$ cat config.mk
export PLATFORM = sky130hd
export DESIGN_NAME = scan_cfg
export DESIGN_NICKNAME = d
export VERILOG_FILES = /design/src/logic/scan_map_check.v /design/src/logic/scan_cfg.v
export VERILOG_INCLUDE_DIRS = /design/src /design/src/logic
export SDC_FILE = /design/constraint.sdc
export NUM_CORES = 1
export LEC_CHECK = 0
export ABC_AREA = 1
export BUFFER_PORTS_ARGS = -buffer_cell sky130_fd_sc_hd__buf_2
export CAP_MARGIN = 15
export CORE_ASPECT_RATIO = 0.8
export CORE_UTILIZATION = 50
export DETAILED_ROUTE_END_ITERATION = 10
export PLACE_DENSITY_LB_ADDON = 0.05
export SKIP_LAST_GASP = 1
export SYNTH_ARGS = -nofsm -noshare
export SYNTH_HDL_FRONTEND = slang
export SYNTH_HIERARCHICAL = 1
export SYNTH_SLANG_ARGS = --single-unit
$ cat constraint.sdc
create_clock -name i_clk -period 2.9 [get_ports i_clk]
set_input_delay 0.29 -clock i_clk [delete_from_list [all_inputs] [get_ports i_clk]]
set_output_delay 0.29 -clock i_clk [all_outputs]
set_load 0.03 [all_outputs]
$ cat src/logic/scan_cfg_defs.vh
// register offsets, field positions, reset values and state codes for the scan configuration
`ifndef SCAN_CFG_DEFS_VH
`define SCAN_CFG_DEFS_VH
`define ADDR_SCAN_CONTROL      3'h4
`define ADDR_CHANNEL_MAP_HIGH  3'h5
`define ADDR_CHANNEL_MAP_LOW   3'h6
`define SCAN_CONTROL_RESET     16'h0001
`define CHANNEL_MAP_RESET      24'h000000
`define SEL_MSB                15
`define SEL_LSB                13
`define MODE_MSB               12
`define MODE_LSB               11
`define OUT_DLY_EN_BIT         10
`define CH_DLY_EN_BIT          9
`define RDY_INH_BIT            8
`define SPEED_MSB              1
`define SPEED_LSB              0
`define SCAN_CONTROL_WMASK     16'hff03
`define LAST_CHANNEL           3'h5
`define FIRST_POSITION         3'h1
`define LAST_POSITION          3'h6
`define MODE_SINGLE            2'h0
`define MODE_INHIBIT_OK        2'h1
`define CH_FIELD_W             8
`define MAP_MSB                7
`define MAP_LSB                5
`define POS_MSB                4
`define POS_LSB                2
`define EN_BIT                 1
`define OE_BIT                 0
`define ST_IDLE                5'h01
`define ST_OUT_WAIT            5'h02
`define ST_CH_WAIT             5'h04
`define ST_CONV                5'h08
`define ST_NEXT                5'h10
`endif

$ cat src/logic/scan_map_check.v
// per-channel map checks and scan position lookup
`timescale 1ns/1ns
`include "scan_cfg_defs.vh"
module scan_map_check #(
  parameter NCH = 6
) (
  input  wire [8*NCH-1:0] i_maps,     // all channel fields, channel 0 lowest
  input  wire [2:0]       i_pos,      // scan position being looked up
  output wire             o_ord_err,  // enabled channel with bad position
  output wire             o_map_err,  // two outputs share a pin
  output reg              o_hit,      // an enabled channel holds i_pos
  output reg  [2:0]       o_hit_ch    // lowest such channel
);
  wire [NCH-1:0] ord_bad;
  wire [NCH-1:0] pos_match;
  wire [NCH-1:0] clash;
  genvar c, k;
  generate
    for (c = 0; c < NCH; c = c + 1) begin : g_ch
      wire [7:0] f = i_maps[`CH_FIELD_W*c +: `CH_FIELD_W];
      wire [2:0] p = f[`POS_MSB:`POS_LSB];
      assign ord_bad[c]   = f[`EN_BIT] & ((p == 3'h0) | (p == 3'h7));
      assign pos_match[c] = f[`EN_BIT] & (p == i_pos);
      wire [NCH-1:0] same;
      for (k = 0; k < NCH; k = k + 1) begin : g_pair
        wire [7:0] g = i_maps[`CH_FIELD_W*k +: `CH_FIELD_W];
        assign same[k] = (k > c) & f[`OE_BIT] & g[`OE_BIT]
                         & (f[`MAP_MSB:`MAP_LSB] == g[`MAP_MSB:`MAP_LSB]);
      end
      assign clash[c] = |same;
    end
  endgenerate
  assign o_ord_err = |ord_bad;
  assign o_map_err = |clash;
  integer i;
  always @* begin
    o_hit    = 1'b0;
    o_hit_ch = 3'h0;
    for (i = NCH - 1; i >= 0; i = i - 1) begin
      if (pos_match[i]) begin
        o_hit    = 1'b1;
        o_hit_ch = i[2:0];
      end
    end
  end
endmodule

$ cat src/logic/scan_cfg.v
// scan sequencer configuration registers and channel stepping
//
// How it works
// - mode 1 converts only the channel in the select field, codes 0 to 5 being valid.
// - the mode field decodes 00, 01, 10, 11 as sequencer modes 1 to 4.
// - with the output delay enable set, channel selection waits the programmed output delay.
// - with the channel delay enable set, conversion start waits the programmed channel delay.
// - with ready inhibit set in mode 2, the ready low pulse only comes after the last channel.
// - the host sets the serial speed field to its bus rate and the block passes it on.
// - channel map writes are refused while a conversion is active.
// - each channel's output map picks which general output pin it activates.
// - the output map error is raised when two enabled outputs share one pin.
// - each channel's scan position, 1 to 6, sets its place in the scan.
// - the scan order error is raised for an enabled channel at position 000 or 111.
// - a channel's scan enable includes it in the scan or leaves it out.
// - a channel's output enable lets its mapped pin be driven while it is selected.
`timescale 1ns/1ns
`include "scan_cfg_defs.vh"
module scan_cfg #(
  parameter NCH = 6
) (
  input  wire        i_clk,                  // 100 MHz clock
  input  wire        i_rst_n,                // synchronous reset, active low
  input  wire        i_wr_en,                // register write strobe
  input  wire [2:0]  i_wr_addr,              // register write offset
  input  wire [23:0] i_wr_data,              // register write data
  input  wire        i_rd_en,                // register read strobe
  input  wire [2:0]  i_rd_addr,              // register read offset
  input  wire [7:0]  i_output_delay,         // output switch delay, cycles
  input  wire [7:0]  i_channel_delay,        // channel switch delay, cycles
  input  wire        i_start,                // start a scan pulse
  input  wire        i_conv_done,            // converter finished a channel
  output reg  [23:0] o_rd_data,              // register read data
  output reg         o_rd_valid,             // read data valid pulse
  output reg         o_wr_rejected,          // map write refused pulse
  output reg         o_busy,                 // conversion active
  output reg         o_conv_start,           // start conversion pulse
  output reg  [2:0]  o_conv_channel,         // channel being converted
  output reg  [NCH-1:0] o_general_output_pin, // general output pins
  output reg         o_conversion_ready_n,   // ready, active-low pulse
  output reg  [1:0]  o_serial_speed_range,   // serial clock speed range
  output reg  [1:0]  o_mode,                 // decoded sequencer mode
  output reg         o_output_map_error,     // pin shared by outputs
  output reg         o_scan_order_error      // bad enabled position
);
  reg  [15:0] scan_control_q;
  reg  [23:0] channel_map_high_q;
  reg  [23:0] channel_map_low_q;
  reg  [4:0]  state_q;
  reg  [2:0]  pos_q;
  reg  [2:0]  ch_q;
  reg  [7:0]  cnt_q;
  reg         single_q;

  wire        ord_err;
  wire        map_err;
  wire        hit;
  wire [2:0]  hit_ch;
  wire [47:0] maps = {channel_map_high_q, channel_map_low_q};
  wire [1:0]  mode = scan_control_q[`MODE_MSB:`MODE_LSB];
  wire [2:0]  sel  = scan_control_q[`SEL_MSB:`SEL_LSB];
  wire [7:0]  ch_field = maps[`CH_FIELD_W*ch_q +: `CH_FIELD_W];
  wire [2:0]  pin_idx  = ch_field[`MAP_MSB:`MAP_LSB];
  wire        inhibit  = scan_control_q[`RDY_INH_BIT] & (mode == `MODE_INHIBIT_OK);

  // last step once no enabled channel waits at a later valid position
  reg         more;
  integer     j;
  always @* begin
    more = 1'b0;
    for (j = 0; j < NCH; j = j + 1) begin
      if (maps[`CH_FIELD_W*j + `EN_BIT]
          && (maps[`CH_FIELD_W*j + `POS_LSB +: 3] > pos_q)
          && (maps[`CH_FIELD_W*j + `POS_LSB +: 3] <= `LAST_POSITION)) begin
        more = 1'b1;
      end
    end
  end
  wire        last_step = single_q | !more;

  scan_map_check #(
    .NCH (NCH)
  ) u_check (
    .i_maps    (maps),
    .i_pos     (pos_q),
    .o_ord_err (ord_err),
    .o_map_err (map_err),
    .o_hit     (hit),
    .o_hit_ch  (hit_ch)
  );

  wire map_wr = i_wr_en & ((i_wr_addr == `ADDR_CHANNEL_MAP_HIGH)
                         | (i_wr_addr == `ADDR_CHANNEL_MAP_LOW));

  // register writes
  always @(posedge i_clk) begin
    if (!i_rst_n) begin
      scan_control_q     <= `SCAN_CONTROL_RESET;
      channel_map_high_q <= `CHANNEL_MAP_RESET;
      channel_map_low_q  <= `CHANNEL_MAP_RESET;
      o_wr_rejected      <= 1'b0;
    end else begin
      o_wr_rejected <= map_wr & o_busy;
      if (i_wr_en && i_wr_addr == `ADDR_SCAN_CONTROL)
        scan_control_q <= i_wr_data[15:0] & `SCAN_CONTROL_WMASK;
      if (i_wr_en && !o_busy && i_wr_addr == `ADDR_CHANNEL_MAP_HIGH)
        channel_map_high_q <= i_wr_data;
      if (i_wr_en && !o_busy && i_wr_addr == `ADDR_CHANNEL_MAP_LOW)
        channel_map_low_q <= i_wr_data;
    end
  end

  // register reads and status outputs
  always @(posedge i_clk) begin
    if (!i_rst_n) begin
      o_rd_data            <= 24'h000000;
      o_rd_valid           <= 1'b0;
      o_serial_speed_range <= 2'h0;
      o_mode               <= 2'h0;
      o_output_map_error   <= 1'b0;
      o_scan_order_error   <= 1'b0;
    end else begin
      o_rd_valid <= i_rd_en;
      case (i_rd_addr)
        `ADDR_SCAN_CONTROL:     o_rd_data <= {8'h00, scan_control_q};
        `ADDR_CHANNEL_MAP_HIGH: o_rd_data <= channel_map_high_q;
        `ADDR_CHANNEL_MAP_LOW:  o_rd_data <= channel_map_low_q;
        default:                o_rd_data <= 24'h000000;
      endcase
      o_serial_speed_range <= scan_control_q[`SPEED_MSB:`SPEED_LSB];
      o_mode               <= mode;
      o_output_map_error   <= map_err;
      o_scan_order_error   <= ord_err;
    end
  end

  // channel stepping
  always @(posedge i_clk) begin
    if (!i_rst_n) begin
      state_q              <= `ST_IDLE;
      pos_q                <= `FIRST_POSITION;
      ch_q                 <= 3'h0;
      cnt_q                <= 8'h00;
      single_q             <= 1'b0;
      o_busy               <= 1'b0;
      o_conv_start         <= 1'b0;
      o_conv_channel       <= 3'h0;
      o_general_output_pin <= {NCH{1'b0}};
      o_conversion_ready_n <= 1'b1;
    end else begin
      o_conv_start         <= 1'b0;
      o_conversion_ready_n <= 1'b1;
      case (state_q)
        `ST_IDLE: begin
          o_general_output_pin <= {NCH{1'b0}};
          if (i_start) begin
            if (mode == `MODE_SINGLE) begin
              if (sel <= `LAST_CHANNEL) begin
                single_q <= 1'b1;
                ch_q     <= sel;
                o_busy   <= 1'b1;
                cnt_q    <= 8'h00;
                state_q  <= `ST_OUT_WAIT;
              end
            end else begin
              single_q <= 1'b0;
              pos_q    <= `FIRST_POSITION;
              o_busy   <= 1'b1;
              state_q  <= `ST_NEXT;
            end
          end
        end
        `ST_NEXT: begin
          if (hit) begin
            ch_q    <= hit_ch;
            cnt_q   <= 8'h00;
            state_q <= `ST_OUT_WAIT;
          end else if (pos_q == `LAST_POSITION) begin
            o_busy  <= 1'b0;
            state_q <= `ST_IDLE;
          end else begin
            pos_q <= pos_q + 3'h1;
          end
        end
        `ST_OUT_WAIT: begin
          if (scan_control_q[`OUT_DLY_EN_BIT] && cnt_q < i_output_delay) begin
            cnt_q <= cnt_q + 8'h01;
          end else begin
            o_general_output_pin <= {NCH{1'b0}};
            if (ch_field[`OE_BIT] && pin_idx < NCH)
              o_general_output_pin[pin_idx] <= 1'b1;
            o_conv_channel <= ch_q;
            cnt_q          <= 8'h00;
            state_q        <= `ST_CH_WAIT;
          end
        end
        `ST_CH_WAIT: begin
          if (scan_control_q[`CH_DLY_EN_BIT] && cnt_q < i_channel_delay) begin
            cnt_q <= cnt_q + 8'h01;
          end else begin
            o_conv_start <= 1'b1;
            state_q      <= `ST_CONV;
          end
        end
        `ST_CONV: begin
          if (i_conv_done) begin
            if (!inhibit || last_step)
              o_conversion_ready_n <= 1'b0;
            if (last_step) begin
              o_busy  <= 1'b0;
              state_q <= `ST_IDLE;
            end else begin
              pos_q   <= pos_q + 3'h1;
              state_q <= `ST_NEXT;
            end
          end
        end
        default: state_q <= `ST_IDLE;
      endcase
    end
  end
endmodule

# Word level (Yosys, flattened, before mapping)
# Index checks and enable logic that the tools add are counted.
[totals]
register_bits = 122
input_bits = 52
[classes]
addsub = 2
n_lt_le_gt_ge = 18
eq_ne = 57
n_shift = 1
muxes = 64
bitwise_logic = 54
reduce_logical = 47
[op_table]
columns = ["operator", "n"]
rows = [
  ["24-bit one-hot mux with 3 select lines", 1],
  ["3-bit equality test", 21],
  ["3-bit two-way mux", 16],
  ["8-bit two-way mux", 6],
  ["48-bit by 7-bit variable part select with 8-bit output", 1],
  ["1-bit bitwise AND", 45],
  ["5-bit two-way mux", 9],
  ["3-bit equality test, second input constant", 13],
  ["8-bit one-hot mux with 4 select lines", 1],
  ["2-bit != test, second input constant", 14],
  ["5-bit one-hot mux with 5 select lines", 1],
  ["1-bit two-way mux", 23],
  ["3-bit less-or-equal comparator, second input constant", 7],
  ["1-bit logical AND", 20],
  ["3-bit > comparator", 6],
  ["3-bit logical NOT", 6],
  ["8-bit less-than comparator", 2],
  ["15-bit OR reduction", 1],
  ["7-bit AND reduction", 2],
  ["6-bit two-way mux", 2],
  ["6-bit one-hot mux with 2 select lines", 1],
  ["6-bit AND reduction", 2],
  ["3-bit one-hot mux with 3 select lines", 1],
  ["8-bit by 1-bit adder with 8-bit output, second input constant", 1],
  ["other kinds (27)", 41],
]

# Logic depth before layout (Yosys ltp)
[depth]
depth_word = 14
mapped_depth = 17
depth_no_buf = 17

# By module
# The synthesis kept the hierarchy.
[modules_own_cells]
columns = ["module", "n_inst", "cells_each", "area_per_inst_um2"]
rows = [
  ["scan_cfg", 1, 831, 6007.0],
  ["scan_map_check", 1, 298, 1327.5],
]

# Worst setup path before layout
# Ideal clock, no wire load.
[synth_timing]
path_kind = "reg-to-reg"
start = "register pos_q[0]"
end = "register pos_q[2]"
t_arrival_ns = 1.914
path_slack_ns = 0.854
stages_incl_launch_ff = 15
n_path_buf = 0
path_cell_list = "dfxtp_1 inv_2 or2_1 nand3_1 nor2_1 nor2_1 nand3_1 inv_1 nor2_1 a21oi_2 nand3b_4 nor2_4 nand2_2 nand2_1 a21oi_2"
[synth_between]
elab_cells_between_ends = 55
cone_classes = "1 x add/sub; 6 x order compare; 10 x eq/ne; 17 x mux; 7 x bitwise; 14 x reduce/logical"
[synth_rtl]
columns = ["element", "line_no", "rtl"]
rows = [
  ["start: declaration", "scan_cfg.v:50", "reg [2:0] pos_q;"],
  ["start signal: assignment", "scan_cfg.v:141", "pos_q <= `FIRST_POSITION;"],
  ["start signal: assignment", "scan_cfg.v:167", "pos_q <= `FIRST_POSITION;"],
  ["start signal: assignment", "scan_cfg.v:182", "pos_q <= pos_q + 3'h1;"],
  ["3-bit equality test", "scan_map_check.v:23", "assign pos_match[c] = f[`EN_BIT] & (p == i_pos);"],
  ["1-bit bitwise AND", "scan_map_check.v:23", ""],
  ["1-bit two-way mux (5 in a row)", "scan_map_check.v:40", "if (pos_match[i]) begin"],
  ["1-bit two-way mux (*)", "scan_map_check.v:40", ""],
  ["via hit", "scan_cfg.v:57", "wire hit;"],
  ["2-bit != test (no line) (*)", "-", ""],
  ["7-bit AND reduction (no line) (*)", "-", ""],
]
# Mark *: on every way through the listed nets, which the timed path passes. The rest lies on a longest branch. The select of a mux whose other input is x is not followed.
# A chain may end at the register's enable or synchronous reset.

# Worst setup path after layout
[layout_timing]
start = "register pos_q[2]"
end = "register pos_q[1]"
[layout_between]
elab_chain_cells = 13
elab_cells_between_ends = 49
cone_classes = "6 x order compare; 10 x eq/ne; 12 x mux; 7 x bitwise; 14 x reduce/logical"
[layout_rtl]
columns = ["element", "line_no", "rtl"]
rows = [
  ["3-bit > comparator", "scan_cfg.v:73", "&& (maps[`CH_FIELD_W*j + `POS_LSB +: 3] > pos_q)"],
  ["1-bit logical AND (2 in a row)", "scan_cfg.v:72", "if (maps[`CH_FIELD_W*j + `EN_BIT]"],
  ["1-bit two-way mux (6 in a row)", "scan_cfg.v:72", ""],
  ["1-bit logical NOT", "scan_cfg.v:79", "wire last_step = single_q | !more;"],
  ["1-bit bitwise OR", "scan_cfg.v:79", ""],
  ["2-bit != test (no line)", "-", ""],
  ["7-bit AND reduction (no line) (*)", "-", ""],
]
# Every way passes the cells marked *; elsewhere a longest branch is shown, timed or not.

==> metrics.txt <==
Final Skew 0.009139 ns; Total GRT Usage 28.22%; vias in the first global route 6158; dominant cells by area after synthesis dfxtp_1 33%, nand2_1 15%, inv_1 7.7%; Worst Setup Path Type reg -> reg; Sum Neg Setup Slack 0 ns; CTS sink cnt 122; GP Congestion 0.9018; Die ar. 15160 µm²; Startpoint Class flop; Slew HR 30.95%; hold endpoint o_rd_valid; crit path capture type flop; Hold Vio Cnt, Final 0; hold path startpoint i_rd_en; CTS max path bufs 2; post-synth top area share 33.30%; WL final 20.67 mm; Post-CTS Hold Fix Bufs 0; global route total overflow 0; Worst path most repeated cell nand2_1; Core Region 14300 µm²; H-tree depth 4; setup bufs post-CTS 0; area grow syn2layout 16.33%; pin count of the biggest net entering global routing 66; mean area per synthesized cell 6.496 µm²; dominant cell type by area after synthesis dfxtp_1; DRT antenna net count 0; # IOs 96; RSZ-0062 raised after global routing no; Iteration-0 DRC Markers 681; share of cells above drive strength 1 14.36%; Post-Syn Instances 1129; outcome completed; max cap viols 0; Crit Path Max Fanout 11; chip height 110.3 µm; Worst path top cell family by delay simple AND/OR/NAND/NOR gates; CTS tree yes; Residual DRC 0; slew at the pin closest to its max-slew limit 1.035 ns; register area share after synthesis 33.30%; Avg WL per Cell 14.66 µm; clock slew at reported path FFs 0.06 ns; crit path DAT 2.78 ns; reg2reg start pos_q[2]; global-route wire length before repair 32.31 mm; final HPWL from detailed placement 15.01 mm; Peak Freq 400.1 MHz; slowest stage delay, CP 0.62 ns; final setup fails 0; via count 7322; Static Leak 4.032 nW; post_cts resized 0; Pwr Density 697.9 nW/µm²; commonest non-fill, non-tap cell in the layout nand2_1; R2R depth 14; initial core utilization 51.30%; Clock Tree Root clkbuf_16; CP required 3.18 ns; area of the mapped netlist 7335 µm²; row cnt 39; final core utilization 59.67%; syn_nets 1216; Final Critical Period 2.499 ns; Slew Viols, Final 0; worst hold stages 3; worst-path cell chain inv_1 -> ha_1 -> nand2_1 -> nand2_1 -> nor2_1 -> nor2_1 -> nor2_1 -> nand3_1 -> nand2_1 -> nand2_1 -> nand2_2 -> nand2_1 -> nand2_1 -> nor2_2; ANT cells 0; Yosys Warn Count 6; Horiz. Die Dim 137.4 µm; first-pass detailed-route iteration total 6; initial antenna violation count 0; Buffers & Inverters on Critical Path 1; Reg2Reg Setup Slack 0.40 ns; number of library cell types mapped by synthesis 46; DR vias/cell 5.193; Slowest-stage cell, CP dfxtp_1; Max VDD drop 0.4986 mV; reg-to-reg endpoint pos_q[1]; later-pin clock latency in the skew report 0.42 ns; FF+latch count, synth 122; total CTS buffers 17; most frequent cells in the layout 288 x nand2_1, 151 x inv_1, 137 x nor2_1, 122 x dfxtp_1, 98 x o21ai_0; Min-Delay Path Class in -> reg; period utilisation layout 86.18%; Port Buf Inserts 95; Nets 1300
[power breakdown]
group	internal [W]	total, W	switching, W
registers	0.00183	0.00203	0.000206
clock network	0.00128	0.00212	0.000846
logic	0.000622	0.00180	0.00117
[per-layer routing]
| layer | vias to the layer above | wire (µm) | GRT usage, % | share of wire (%) |
|---|---|---|---|---|
| met3 | 20 | 1505 | 4.893 | 7.3 |
| met4 | 0 | 212 | 8.085 | 1.0 |
| met1 | 3255 | 10390 | 42.27 | 50 |
| li1 | 3778 | - | - | - |
| met2 | 269 | 8556 | 40.81 | 41 |
| met5 | - | 0 | 0 | 0 |
[cells in the mapped netlist (all sizes together)]
library cell  count
xnor2            14
nand4            16
inv             160
a21boi            2
xor2              5
nand2           293
nand3b            2
o211ai            5
o221ai            5
o21ai           104
and3              2
dfxtp           122
nand3            63
buf              14
o21bai            2
a21oi            94
o21a              3
nor2            145
o22ai             3
nor3             11
or2               4
ha               35
clkbuf           24
a31oi             1
[state kept, by name, summed over array words and instances, names as in the netlist, 5 cells and up]
signal	cells
channel_map_high_q	24
channel_map_low_q	24
o_rd_data	24
scan_control_q	10
cnt_q	8
o_general_output_pin	6
state_q	5
[per-stage QoR]
stage          cells  worst slack, ns  hold slack (ns)  total power (W)  cell area, µm²
2_1_floorplan   1129           0.8536           0.3742         0.003437            7335
3_3_place_gp    1378           0.5291           0.4563         0.003838            7941
3_5_place_dp    1378           0.4124           0.4650         0.003852            7941
4_1_cts         1410           0.4152          0.04256         0.005974            8532
5_1_grt         1410           0.1833          0.04452         0.006318            8532
6_report        1410           0.4007          0.05189         0.005954            8532
[worst register-to-register path, cell delays in order, from the launching register on]
cell and delay (ns):
dfxtp_1 0.62, inv_1 0.26, ha_1 0.37, nand2_1 0.08, nand2_1 0.05, nor2_1 0.09, nor2_1 0.05, nor2_1 0.11
nand3_1 0.16, nand2_1 0.10, nand2_1 0.15, nand2_2 0.14, nand2_1 0.06, nand2_1 0.08, nor2_2 0.03
[cell type report]
cell class	count	area [µm²]
fill	1363	5766
multi-input combinational	809	4118
sequential	122	2442
inverter	160	603.1
timing repair buffer	103	548.0
clock buffer	17	425.4
tap	184	230.2
clock inverter	15	165.2
[kinds of logic (layout without fill, tap and decap cells)]
logic type,Yosys count,after routing,share of synthesized area (%)
xor+xnor,19,19,2.269
fa+ha+maj,35,35,5.971
flops,122,122,33.30
simple gates,536,536,31.56
buf+inv,198,295,10.56
compound gates,219,219,16.34
[how the worst max path moves through the flow]
stage / start / end / depth (start not counted)
after global routing: pos_q[2] / pos_q[0] / 13
final: pos_q[2] / pos_q[1] / 14
after CTS: pos_q[2] / pos_q[1] / 14
after floorplan: pos_q[0] / pos_q[2] / 14
after detailed placement: pos_q[2] / pos_q[1] / 14
after global placement: pos_q[2] / pos_q[1] / 14
(Power assumes the default switching activity.)
